==> config.mk <==
export PLATFORM = sky130hd
export DESIGN_NAME = dacc_top
export DESIGN_NICKNAME = d
export VERILOG_FILES = /design/src/pkg/dacc_pkg.sv /design/src/hdl/dacc_top.sv
export VERILOG_INCLUDE_DIRS = /design/src /design/src/pkg
export SDC_FILE = /design/constraint.sdc
export NUM_CORES = 1
export LEC_CHECK = 0
export BUFFER_PORTS_ARGS = -buffer_cell sky130_fd_sc_hd__buf_2
export CORE_ASPECT_RATIO = 0.5
export CORE_MARGIN = 1
export CORE_UTILIZATION = 62
export CTS_BUF_LIST = sky130_fd_sc_hd__clkbuf_8
export CTS_CLUSTER_DIAMETER = 150
export DETAILED_ROUTE_END_ITERATION = 12
export GPL_TIMING_DRIVEN = 0
export HOLD_SLACK_MARGIN = 0.12
export PLACE_DENSITY = 0.82
export SLEW_MARGIN = 40
export SYNTH_ARGS = -nofsm -noshare
export SYNTH_HDL_FRONTEND = slang
export SYNTH_SLANG_ARGS = --single-unit
==> constraint.sdc <==
create_clock -name aclk -period 7.73 [get_ports aclk]
set_input_delay 1.1595 -clock aclk [delete_from_list [all_inputs] [get_ports aclk]]
set_output_delay 1.1595 -clock aclk [all_outputs]
set_load 0.02 [all_outputs]
==> src/pkg/dacc_defines.svh <==
`ifndef DACC_DEFINES_SVH
`define DACC_DEFINES_SVH

// ****************************************************************
// Timing figures
// ****************************************************************
`define DACC_ACLK_PERIOD_PS 40000
`define DACC_STROBE_DLY_PS 5800
`define DACC_PD_DLY_PS 10000
// Least time rounds up, never below one cycle
`define DACC_CEIL_CYC(ps) ((((ps) + `DACC_ACLK_PERIOD_PS - 1) / `DACC_ACLK_PERIOD_PS) < 1 ? 1 : \
	(((ps) + `DACC_ACLK_PERIOD_PS - 1) / `DACC_ACLK_PERIOD_PS))
`define DACC_STROBE_DLY_CYC `DACC_CEIL_CYC(`DACC_STROBE_DLY_PS)
`define DACC_PD_DLY_CYC `DACC_CEIL_CYC(`DACC_PD_DLY_PS)
`define DACC_DLL_LOCK_EDGES 100
`define DACC_PERIOD_TOL 1
`define DACC_LATENCY 8

// ****************************************************************
// Output coding
// ****************************************************************
`define DACC_MID_CODE 12'h800
`define DACC_POS_FULL 12'h7FF
`define DACC_NEG_FULL 12'h800

// ****************************************************************
// Register map and fields
// ****************************************************************
`define DACC_REG_CTRL 4'h0
`define DACC_REG_STATUS 4'h4
`define DACC_REG_PERIOD 4'h8
`define DACC_REG_SAMPLES 4'hC
`define DACC_CTRL_SOFT_PD 0
`define DACC_CTRL_RELOCK 1
`define DACC_CTRL_RESET 1'h0
`define DACC_RESP_OKAY 2'h0
`define DACC_RESP_SLVERR 2'h2

`endif

==> src/pkg/dacc_pkg.sv <==
package dacc_pkg;

	// ****************************************************************
	// Types
	// ****************************************************************
	// Strobe phases, Gray coded along high -> delay -> low
	typedef enum logic [1:0] {
		DACC_STR_HIGH = 2'h0,
		DACC_STR_DELAY = 2'h1,
		DACC_STR_LOW = 2'h3
	} dacc_strobe_t;

	// Decoded {quarter, half} rate select
	typedef enum logic [1:0] {
		DACC_RATE_FULL = 2'h0,
		DACC_RATE_HALF = 2'h1,
		DACC_RATE_QUARTER = 2'h2,
		DACC_RATE_ILLEGAL = 2'h3
	} dacc_rate_t;

endpackage : dacc_pkg

==> src/hdl/dacc_top.sv <==
// The register offsets and the AXI4-Lite slave port are this design's own decisions.
`timescale 1ns/1ns
`include "dacc_defines.svh"

// What this block does
// Relock after clock change: about 100 edges
// Strobe timing independent of input duty cycle
// Select single-ended or differential clock input
// Clock input pins float while powered down
// Sample on falling edge of positive clock
// Rate pins: full, half, quarter; 11 forbidden
// Output word appears eight clocks after sampling
// Strobe follows clock; data changes at fall
// Strobe fall trails clock fall fixed delay
// Strobe floats and returns around power-down
// Back end latches on strobe rising edge
// Over-range flag high outside full scale
// Flag moves with data, same latency
// Flags float during power-down
// Two independent 12-bit tri-state buses
// Format pin picks Gray or two's complement
// Gray mode offset: zero input is 2048
// Two's complement: zero input gives zero
// Gray is reflected code of offset binary
// Out of range saturates at full scale
module dacc_top #(
	parameter int AIN_W = 14,
	parameter int DATA_W = 12,
	parameter int PERIOD_W = 16
) (
	// Clock and reset
	input wire logic aclk,
	input wire logic aresetn,
	// Converter clock and control pins
	input wire logic clock_in_pos,
	input wire logic clock_in_neg,
	input wire logic clock_type_select,
	input wire logic half_rate_select,
	input wire logic quarter_rate_select,
	input wire logic code_format_select,
	input wire logic power_down_pin,
	output logic clock_in_hiz,
	// Quantised analog stand-ins, signed, wider than the output word
	input wire logic [AIN_W-1:0] analog_in_a,
	input wire logic [AIN_W-1:0] analog_in_b,
	// Output pins with enables, and the lock flag without one
	output logic [DATA_W-1:0] channel_a_bus,
	output logic channel_a_bus_oe,
	output logic [DATA_W-1:0] channel_b_bus,
	output logic channel_b_bus_oe,
	output logic over_range_flag_a,
	output logic over_range_flag_a_oe,
	output logic over_range_flag_b,
	output logic over_range_flag_b_oe,
	output logic output_valid_strobe,
	output logic output_valid_strobe_oe,
	output logic duty_equalizer_locked,
	// AXI4-Lite write channels
	input wire logic [3:0] s_axi_awaddr,
	input wire logic s_axi_awvalid,
	output logic s_axi_awready,
	input wire logic [31:0] s_axi_wdata,
	input wire logic [3:0] s_axi_wstrb,
	input wire logic s_axi_wvalid,
	output logic s_axi_wready,
	output logic [1:0] s_axi_bresp,
	output logic s_axi_bvalid,
	input wire logic s_axi_bready,
	// AXI4-Lite read channels
	input wire logic [3:0] s_axi_araddr,
	input wire logic s_axi_arvalid,
	output logic s_axi_arready,
	output logic [31:0] s_axi_rdata,
	output logic [1:0] s_axi_rresp,
	output logic s_axi_rvalid,
	input wire logic s_axi_rready
);

	// ****************************************************************
	// Pin synchronisers
	// ****************************************************************
	localparam int NSYNC = 7;
	logic [NSYNC-1:0] pin_raw;
	logic [NSYNC-1:0] pin_s1_q;
	logic [NSYNC-1:0] pin_s2_q;
	logic [AIN_W-1:0] ain_s1_q [2];
	logic [AIN_W-1:0] ain_s2_q [2];

	assign pin_raw = {power_down_pin, code_format_select, quarter_rate_select,
		half_rate_select, clock_type_select, clock_in_neg, clock_in_pos};

	// Two flip-flops on every outside level; analog words move slowly
	always_ff @(posedge aclk) begin
		pin_s1_q <= pin_raw;
		pin_s2_q <= pin_s1_q;
		ain_s1_q[0] <= analog_in_a;
		ain_s1_q[1] <= analog_in_b;
		ain_s2_q <= ain_s1_q;
	end

	wire pos_s = pin_s2_q[0];
	wire neg_s = pin_s2_q[1];
	wire diff_sel_s = pin_s2_q[2];
	wire half_s = pin_s2_q[3];
	wire quarter_s = pin_s2_q[4];
	wire gray_sel_s = pin_s2_q[5];
	wire pd_pin_s = pin_s2_q[6];

	// ****************************************************************
	// Conversion clock and sampling edge
	// ****************************************************************
	logic conv_prev_q;
	wire conv_lvl = diff_sel_s ? (pos_s & ~neg_s) : pos_s;
	wire fall_evt = conv_prev_q & ~conv_lvl;

	// Previous conversion-clock level
	always_ff @(posedge aclk) begin
		if (!aresetn) begin
			conv_prev_q <= 1'h0;
		end else begin
			conv_prev_q <= conv_lvl;
		end
	end

	// ****************************************************************
	// Clock divider
	// ****************************************************************
	logic [1:0] div_q;
	dacc_pkg::dacc_rate_t rate;
	logic sample_evt;

	assign rate = dacc_pkg::dacc_rate_t'({quarter_s, half_s});

	// Pick which falling edges sample
	always_comb begin
		unique case (rate)
			dacc_pkg::DACC_RATE_HALF: sample_evt = fall_evt & (div_q[0] == 1'h0);
			dacc_pkg::DACC_RATE_QUARTER: sample_evt = fall_evt & (div_q == 2'h0);
			default: sample_evt = fall_evt; // Forbidden 11 falls back to full rate
		endcase
	end

	// Edge counter for the divider
	always_ff @(posedge aclk) begin
		if (!aresetn) begin
			div_q <= 2'h0;
		end else if (fall_evt) begin
			div_q <= div_q + 2'h1;
		end
	end

	// ****************************************************************
	// Period measurement and lock
	// ****************************************************************
	logic [PERIOD_W-1:0] cnt_q;
	logic [PERIOD_W-1:0] period_q;
	logic [6:0] lock_cnt_q;
	logic relock_q;
	wire [PERIOD_W-1:0] per_diff = (cnt_q > period_q) ? cnt_q - period_q : period_q - cnt_q;
	wire freq_change = fall_evt & (per_diff > PERIOD_W'(`DACC_PERIOD_TOL));
	wire locked = lock_cnt_q == 7'(`DACC_DLL_LOCK_EDGES);

	// Measure clock period in aclk cycles
	always_ff @(posedge aclk) begin
		if (!aresetn) begin
			cnt_q <= '0;
			period_q <= '0;
		end else if (fall_evt) begin
			cnt_q <= PERIOD_W'(1);
			period_q <= cnt_q;
		end else if (cnt_q != '1) begin
			cnt_q <= cnt_q + PERIOD_W'(1);
		end
	end

	// Count stable edges until lock
	always_ff @(posedge aclk) begin
		if (!aresetn || freq_change || relock_q) begin
			lock_cnt_q <= 7'h0;
		end else if (fall_evt && !locked) begin
			lock_cnt_q <= lock_cnt_q + 7'h1;
		end
	end

	// ****************************************************************
	// Quantiser and conversion pipeline
	// ****************************************************************
	logic [DATA_W-1:0] pipe_data_q [2][`DACC_LATENCY + 1]; // Last stage: eight falls on
	logic pipe_ovr_q [2][`DACC_LATENCY + 1];
	logic [DATA_W-1:0] sat_data [2];
	logic sat_ovr [2];

	// Clamp the stand-in to the signed output range
	generate
		for (genvar c = 0; c < 2; c++) begin : g_quant
			wire signed [AIN_W-1:0] v = ain_s2_q[c];
			wire hi = v > $signed(AIN_W'(`DACC_POS_FULL));
			wire lo = v < -$signed(AIN_W'(`DACC_MID_CODE));
			assign sat_ovr[c] = hi | lo;
			assign sat_data[c] = hi ? `DACC_POS_FULL : lo ? `DACC_NEG_FULL : v[DATA_W-1:0];
		end
	endgenerate

	// Advance one stage per input clock; load only on sampling edges
	always_ff @(posedge aclk) begin
		if (fall_evt) begin
			for (int c = 0; c < 2; c++) begin
				pipe_data_q[c][0] <= sample_evt ? sat_data[c] : pipe_data_q[c][0];
				pipe_ovr_q[c][0] <= sample_evt ? sat_ovr[c] : pipe_ovr_q[c][0];
				for (int s = 1; s <= `DACC_LATENCY; s++) begin
					pipe_data_q[c][s] <= pipe_data_q[c][s-1];
					pipe_ovr_q[c][s] <= pipe_ovr_q[c][s-1];
				end
			end
		end
	end

	// ****************************************************************
	// Output coding
	// ****************************************************************
	logic [DATA_W-1:0] coded [2];

	// Two's complement as is, Gray from offset binary
	generate
		for (genvar c = 0; c < 2; c++) begin : g_code
			wire [DATA_W-1:0] tc = pipe_data_q[c][`DACC_LATENCY];
			wire [DATA_W-1:0] ob = tc ^ `DACC_MID_CODE;
			wire [DATA_W-1:0] gr = ob ^ (ob >> 1);
			assign coded[c] = gray_sel_s ? gr : tc;
		end
	endgenerate

	// ****************************************************************
	// Duty-corrected strobe
	// ****************************************************************
	dacc_pkg::dacc_strobe_t str_q;
	logic [PERIOD_W-1:0] str_cnt_q;
	logic [DATA_W-1:0] out_a_q;
	logic [DATA_W-1:0] out_b_q;
	logic ovr_a_q;
	logic ovr_b_q;
	logic [31:0] samples_q;
	wire [PERIOD_W-1:0] half_period = (period_q >> 1) == '0 ? PERIOD_W'(1) : period_q >> 1;
	wire str_load = (str_q == dacc_pkg::DACC_STR_DELAY) &&
		(str_cnt_q == PERIOD_W'(`DACC_STROBE_DLY_CYC - 1));

	// Low phase timed from the measured period, not the input duty
	always_ff @(posedge aclk) begin
		if (!aresetn) begin
			str_q <= dacc_pkg::DACC_STR_HIGH;
			str_cnt_q <= '0;
		end else if (fall_evt) begin
			str_q <= dacc_pkg::DACC_STR_DELAY;
			str_cnt_q <= '0;
		end else begin
			unique case (str_q)
				dacc_pkg::DACC_STR_HIGH: str_cnt_q <= '0;
				dacc_pkg::DACC_STR_DELAY: begin
					str_cnt_q <= str_load ? '0 : str_cnt_q + PERIOD_W'(1);
					str_q <= str_load ? dacc_pkg::DACC_STR_LOW : str_q;
				end
				dacc_pkg::DACC_STR_LOW: begin
					str_cnt_q <= str_cnt_q + PERIOD_W'(1);
					if (str_cnt_q >= half_period - PERIOD_W'(1)) begin
						str_q <= dacc_pkg::DACC_STR_HIGH;
					end
				end
				default: str_q <= dacc_pkg::DACC_STR_HIGH;
			endcase
		end
	end

	// Data and flags change only as the strobe falls
	always_ff @(posedge aclk) begin
		if (!aresetn) begin
			out_a_q <= '0;
			out_b_q <= '0;
			ovr_a_q <= 1'h0;
			ovr_b_q <= 1'h0;
		end else if (str_load) begin
			out_a_q <= coded[0];
			out_b_q <= coded[1];
			ovr_a_q <= pipe_ovr_q[0][`DACC_LATENCY];
			ovr_b_q <= pipe_ovr_q[1][`DACC_LATENCY];
		end
	end

	// Sample counter for status
	always_ff @(posedge aclk) begin
		if (!aresetn) begin
			samples_q <= 32'h0;
		end else if (sample_evt) begin
			samples_q <= samples_q + 32'h1;
		end
	end

	// ****************************************************************
	// Power-down and output enables
	// ****************************************************************
	logic ctrl_pd_q;
	localparam int PD_DLY = `DACC_PD_DLY_CYC;
	logic [`DACC_PD_DLY_CYC-1:0] pd_dly_q;
	wire pd_eff = pd_pin_s | ctrl_pd_q;

	// Enables follow power-down after the fixed delay
	always_ff @(posedge aclk) begin
		if (!aresetn) begin
			pd_dly_q <= '1;
		end else begin
			pd_dly_q <= PD_DLY'({pd_dly_q, pd_eff});
		end
	end

	wire out_en = ~pd_dly_q[`DACC_PD_DLY_CYC-1];
	assign clock_in_hiz = pd_eff;
	assign channel_a_bus = out_a_q;
	assign channel_b_bus = out_b_q;
	assign over_range_flag_a = ovr_a_q;
	assign over_range_flag_b = ovr_b_q;
	assign output_valid_strobe = (str_q == dacc_pkg::DACC_STR_HIGH) ||
		(str_q == dacc_pkg::DACC_STR_DELAY);
	assign channel_a_bus_oe = out_en;
	assign channel_b_bus_oe = out_en;
	assign over_range_flag_a_oe = out_en;
	assign over_range_flag_b_oe = out_en;
	assign output_valid_strobe_oe = out_en;
	assign duty_equalizer_locked = locked;

	// ****************************************************************
	// AXI4-Lite slave
	// ****************************************************************
	logic aw_hold_q;
	logic w_hold_q;
	logic [3:0] awaddr_q;
	logic [31:0] wdata_q;
	logic wstrb0_q;
	logic bvalid_q;
	logic [1:0] bresp_q;
	logic rvalid_q;
	logic [31:0] rdata_q;
	logic [1:0] rresp_q;

	assign s_axi_awready = ~aw_hold_q & ~bvalid_q;
	assign s_axi_wready = ~w_hold_q & ~bvalid_q;
	assign s_axi_arready = ~rvalid_q;
	assign s_axi_bvalid = bvalid_q;
	assign s_axi_bresp = bresp_q;
	assign s_axi_rvalid = rvalid_q;
	assign s_axi_rdata = rdata_q;
	assign s_axi_rresp = rresp_q;

	wire wr_go = aw_hold_q & w_hold_q & ~bvalid_q;
	wire wr_ctrl = awaddr_q == `DACC_REG_CTRL;
	wire wr_known = wr_ctrl | (awaddr_q == `DACC_REG_STATUS) |
		(awaddr_q == `DACC_REG_PERIOD) | (awaddr_q == `DACC_REG_SAMPLES);
	wire rd_go = s_axi_arvalid & ~rvalid_q;
	wire [31:0] status_word = {26'h0, rate == dacc_pkg::DACC_RATE_ILLEGAL, gray_sel_s,
		rate, pd_eff, locked};

	// Write address and data, taken in either order
	always_ff @(posedge aclk) begin
		if (!aresetn) begin
			aw_hold_q <= 1'h0;
			w_hold_q <= 1'h0;
			awaddr_q <= 4'h0;
			wdata_q <= 32'h0;
			wstrb0_q <= 1'h0;
		end else begin
			if (s_axi_awvalid && s_axi_awready) begin
				aw_hold_q <= 1'h1;
				awaddr_q <= {s_axi_awaddr[3:2], 2'h0};
			end else if (wr_go) begin
				aw_hold_q <= 1'h0;
			end
			if (s_axi_wvalid && s_axi_wready) begin
				w_hold_q <= 1'h1;
				wdata_q <= s_axi_wdata;
				wstrb0_q <= s_axi_wstrb[0];
			end else if (wr_go) begin
				w_hold_q <= 1'h0;
			end
		end
	end

	// Commit write and answer
	always_ff @(posedge aclk) begin
		if (!aresetn) begin
			bvalid_q <= 1'h0;
			bresp_q <= `DACC_RESP_OKAY;
			ctrl_pd_q <= `DACC_CTRL_RESET;
			relock_q <= 1'h0;
		end else begin
			relock_q <= wr_go & wr_ctrl & wstrb0_q & wdata_q[`DACC_CTRL_RELOCK];
			if (wr_go && wr_ctrl && wstrb0_q) begin
				ctrl_pd_q <= wdata_q[`DACC_CTRL_SOFT_PD];
			end
			if (wr_go) begin
				bvalid_q <= 1'h1;
				bresp_q <= wr_known ? `DACC_RESP_OKAY : `DACC_RESP_SLVERR;
			end else if (s_axi_bready) begin
				bvalid_q <= 1'h0;
			end
		end
	end

	// Read decode and answer
	always_ff @(posedge aclk) begin
		if (!aresetn) begin
			rvalid_q <= 1'h0;
			rdata_q <= 32'h0;
			rresp_q <= `DACC_RESP_OKAY;
		end else if (rd_go) begin
			rvalid_q <= 1'h1;
			rresp_q <= `DACC_RESP_OKAY;
			unique case ({s_axi_araddr[3:2], 2'h0})
				`DACC_REG_CTRL: rdata_q <= {31'h0, ctrl_pd_q};
				`DACC_REG_STATUS: rdata_q <= status_word;
				`DACC_REG_PERIOD: rdata_q <= 32'(period_q);
				`DACC_REG_SAMPLES: rdata_q <= samples_q;
				default: begin
					rdata_q <= 32'h0;
					rresp_q <= `DACC_RESP_SLVERR;
				end
			endcase
		end else if (s_axi_rready) begin
			rvalid_q <= 1'h0;
		end
	end

endmodule : dacc_top

# == Yosys cells after proc, flatten, opt, wreduce, memory -nomap -nowiden ==
# Memories as Yosys holds them, arrays and structs flattened.
# Cells that the tools add are included.
# word_totals
ramBits,234
out_inout_bits,75
input_bits,86
wordCells,159
register_bits,234
n_memories,2
# mem_list
memory,words,word_bits,read_ports,rd_ports_with_merged_regs,wr,line,text
pipe_data_q,2,108,2,0,2,dacc_top.sv:188,logic [DATA_W-1:0] pipe_data_q [2][`DACC_LATENCY + 1];
pipe_ovr_q,2,9,2,0,2,dacc_top.sv:189,logic pipe_ovr_q [2][`DACC_LATENCY + 1];
# op_classes
reduce_logical,26
addsub,8
order_cmp,7
n_mux,33
eq_ne,18
bitwise_logic,33
# op_table
op,n
case mux 32 bit (4 select lines),1
2-to-1 mux 12 bit,8
case mux 16 bit (3 select lines),1
"adder 16 x 1 -> 16 bit, second input constant",2
"adder 32 x 1 -> 32 bit, second input constant",1
zero test 16 bit,2
2-to-1 mux 16 bit,2
subtractor 16 bit,2
"> comparator 14 x 12 -> 1 bit, second input constant",2
"less-than comparator 14 x 12 -> 1 bit, second input constant",2
bitwise XOR 12 x 11 -> 12 bit,2
>= comparator 16 bit,1
"> comparator 16 x 1 -> 1 bit, second input constant",1
> comparator 16 bit,1
"inequality test 16 bit, second input constant",1
"subtractor 15 x 1 -> 16 bit, second input constant",1
2-to-1 mux 1 bit,15
2-to-1 mux 15 bit,1
"== test 2 bit, second input constant",7
AND 1 bit,13
NOT 1 bit,12
nonzero test 2 bit,5
"== test 2 x 1 -> 1 bit, second input constant",4
"adder 7 x 1 -> 7 bit, second input constant",1
16 further kinds,37

# == Longest topological paths before layout ==
# depth
ltp_word,8
depth_mapped,16

# == Worst setup path before layout ==
# Ideal clock, no wire load.
# synth_timing
kind,flip-flop to flip-flop
start,reg pin_s2_q[0]
end,mem pipe_data_q[0][0] in the netlist's numbering (enable)
arrival_ps,6443
setup_time_ps,654
setup_slack_ps,634
required_time_ps,7076
stages_incl_launch_ff,5
period_less_slack_ps,7096
path_cell_list,dfxtp_1 -> a21bo_4 -> nand2_1 -> inv_1 -> clkbuf_1
# synth_rtl
item,line,text
"start, declared",dacc_top.sv:85,logic [NSYNC-1:0] pin_s2_q;
"start signal, assigned",dacc_top.sv:95,pin_s2_q <= pin_s1_q;
"end, declared",dacc_top.sv:188,

# == Worst setup path in the final report ==
# layout_timing
start,reg period_q[5]
end,reg str_q[0]
# layout_via
elab_chain_cells,6
# layout_lines
item,line,text
"start, declared",dacc_top.sv:156,logic [PERIOD_W-1:0] period_q;
"start signal, assigned",dacc_top.sv:170,period_q <= cnt_q;
zero test 16 bit,dacc_top.sv:243,wire [PERIOD_W-1:0] half_period = (period_q >> 1) == '0 ? PERIOD_W'(1) : period_q >> 1;
2-to-1 mux 15 bit *,dacc_top.sv:243,
subtractor 15 x 1 -> 16 bit *,dacc_top.sv:264,if (str_cnt_q >= half_period - PERIOD_W'(1)) begin
>= comparator 16 bit *,dacc_top.sv:264,
inequality test 3 bit (no line) *,n/a,
AND reduction 3 bit (no line) *,n/a,
"end signal, assigned",dacc_top.sv:260,str_q <= str_load ? dacc_pkg::DACC_STR_LOW : str_q;
"end signal, assigned",dacc_top.sv:265,str_q <= dacc_pkg::DACC_STR_HIGH;
"end signal, assigned",dacc_top.sv:268,default: str_q <= dacc_pkg::DACC_STR_HIGH;
"end, declared",dacc_top.sv:236,dacc_pkg::dacc_strobe_t str_q;
# Mark *: on every way between the ends. The rest lies on a longest branch, timed or not.
# A chain may end at the register's enable or synchronous reset.

==> results.yml <==
layout:
  final_area_um2: 20800
  final_util: 0.714
  drive_gt1_frac: 0.141
  syn_to_final_growth_pct: 13.1
  fin_nets: 1915
  n_antenna_cell: 0
placement:
  port-buffer-count: 119
  hpwl_mm: 26.7
  gp_congestion: 0.913
  placed_cell_area_um2: 19600
synth:
  yosysWarnings: 0
  synth_area_leaders: "edfxtp_1, dfxtp_1, nor2_1, ha_1, nand2_1"
  synth_common_cells: "edfxtp_1, dfxtp_1, nor2_1, nand2_1, a21oi_1"
  synth-edff-count: 234
  syn-mean-instance-area_um2: 11.6
  ys_types: 76
  synthArstFlopShare: 0
  synth_seq_area_share: 0.637
  synth_top_cell_area_share: 0.383
  synthCells: 1581
  post-synth-top-count-cell: "edfxtp_1"
  netlist_area_um2: 18400
  synth_seq_cells: 467
  post-synth-top-area-cell: "edfxtp_1"
  synth_ff_type: "edfxtp_1"
global_routing:
  grt_usage: 0.242
  grt_pass1_wl_mm: 57.5
  antenna_found_initial: 0
  grt_pass1_vias: 11800
  grt_max_degree: 46
  overflow: 0
timing:
  finalSetupViolations: 0
  fin_hold_ws_ps: 299
  clock.fmax_mhz: 248
  hold_viol_final: 0
  worstMarginPinSlew_ps: 715
  fin_setup_tns_ps: 0
  drv_slew: 0
  min_period_over_period: 0.522
  rsz0062_at_grt: "false"
  fin_skew_ps: 38.4
  relSlewSlack: 0.521
  period_minus_slack_ps: 4040
setup_path:
  crit_path_start_kind: "flip-flop"
  crit_required_ps: 8280
  end_kind: "flip-flop"
  crit_path_max_fanout: 7
  crit_arrival_ps: 4590
  crit_type: "flip-flop to flip-flop"
route:
  routed.top_layer: "met4"
  first_pass_iters: 5
  route.met3.wl_mm: 1.67
  wl_met2_mm: 19.0
  drt_iter0_drc: 761
  drt_wl_total_mm: 36.8
  routedWlPerCell_um: 16.7
  ant_nets: 0
  vias: 12100
  met1Wirelength_mm: 15.2
  drc_errors: 0
  via_per_inst: 5.49
power_and_ir_drop:
  p_clk_frac: 0.366
  ir_worst_vdd_mv: 0.230
  p_leak_nw: 7.86
  switchingPower_mw: 1.08
  pwr-share-seq: 0.570
  finalPower_mw: 4.75
  p_comb_frac: 0.064
  power_per_cell_area_nw_per_um2: 229
  p_int_mw: 3.67
  swShare: 0.228
floorplan:
  start_util: 0.631
  die_area_um2: 30300
  coreArea_um2: 29100
  rows: 44
  fp.dieH_um: 124
  io_pins: 161
  die_w_um: 245
clocking:
  cts_hold_buf: 0
  clockRootBuffer: "clkbuf_8"
  cts_buffer_depth: 3
  clock-sinks: 467
  htreeDepth: 2
  clk_latency_ps: 630
  cts_tree: "built"
  cts_buffers: 60
  cts.clk_slew.worst_paths_ps: 70
  cts_setup_buffers: 0
  cts-resized-gates: 0
hold_path:
  hold_class: "flip-flop to flip-flop"
outcome:
  outcome: "finished, final reports clean"
job:
  max_cap_viol_count: 0
-- worst paths after layout --
kind	cells past startpoint	startpoint	slack, ps	endpoint
setup / recovery	16	period_q[5]$_SDFFE_PN0P_	3690	str_q[0]$_SDFFE_PN0P_
hold / removal	0	ain_s1_q[27]$_DFF_P_	300	g_quant[0].v[13]$_DFF_P_
setup reg to reg	16	period_q[5]$_SDFFE_PN0P_	3690	str_q[0]$_SDFFE_PN0P_
hold reg to reg	0	ain_s1_q[27]$_DFF_P_	300	g_quant[0].v[13]$_DFF_P_
-- per-stage QoR --
stage / std cells / setup WS, ps
after floorplan: 1583 / 634
after global placement: 2093 / -1320
after detailed placement: 2099 / 3700
after CTS: 2205 / 3710
after global routing: 2205 / 3290
final: 2205 / 3690
-- logic make-up after synthesis --
logic type	after synthesis	share of synthesized area
flip-flops	467	0.637
buffers and inverters	135	0.0316
AO/OA/AOI/OAI	263	0.0967
XOR/XNOR	100	0.0477
other	2	0.000409
adder cells (fa/ha/maj)	59	0.0410
multiplexers	17	0.0100
AND/OR/NAND/NOR	538	0.136
-- worst max-delay path, cell delays in order, from the launching register on --
cell	delay [ps]
dfxtp_1	390
nor4_1	500
nand2_1	140
nor4_1	430
a31oi_1	230
ha_1	250
and3_1	250
nand3_1	190
nor2_1	80
xnor2_1	130
ha_1	290
a21o_1	160
a21oi_1	140
nor2_1	50
a2111oi_0	380
o21ai_1	190
a31oi_1	190
-- cell usage in the layout (no fill, tap or decap), types with 29 or more instances in the layout --
cell / instances
a21oi_1: 65
xnor2_1: 46
nor2b_1: 33
xor2_1: 54
o21ai_0: 57
dfxtp_1: 233
clkbuf_1: 50
nand2_1: 151
buf_2: 127
nand3_1: 29
ha_1: 57
edfxtp_1: 234
inv_1: 80
clkbuf_8: 72
nor2_1: 196
-- power by group through the flow --
stage / sequential [mW] / combinational (mW) / clock (mW)
2_1_floorplan: 2.77 / 0.194 / 0
3_3_place_gp: 2.77 / 0.283 / 0
3_5_place_dp: 2.76 / 0.302 / 0
4_1_cts: 2.71 / 0.304 / 1.78
5_1_grt: 2.71 / 0.334 / 1.89
6_report: 2.71 / 0.305 / 1.74
-- sequential cells by signal, indices dropped and copies added (netlist names), 2 cells and up --
signal and cells:
pipe_data_q 216, s_axi_rdata 32, samples_q 32, ain_s1_q 28, g_quant.v 28, pipe_ovr_q 18, cnt_q 16, period_q 16
str_cnt_q 16, channel_a_bus 12, channel_b_bus 12, lock_cnt_q 7, pin_s1_q 7, pin_s2_q 7, awaddr_q 2, div_q 2
str_q 2, wdata_q 2
-- layout make-up --
class | instances | area, µm²
flip-flops and latches | 467 | 11700
fillers | 1935 | 8300
multi-input cells | 981 | 6100
clock buffers | 72 | 991
repair buffers | 125 | 723
well taps | 391 | 489
plain buffers | 77 | 367
inverters | 58 | 218
clock inverters | 34 | 188
-- per-layer routing --
metal,up-vias,global-route usage
met5,-,0
met1,5799,0.286
li1,5921,-
met4,0,0.0846
met3,82,0.0418
met2,293,0.449
Power figures use the tool's default switching activity.
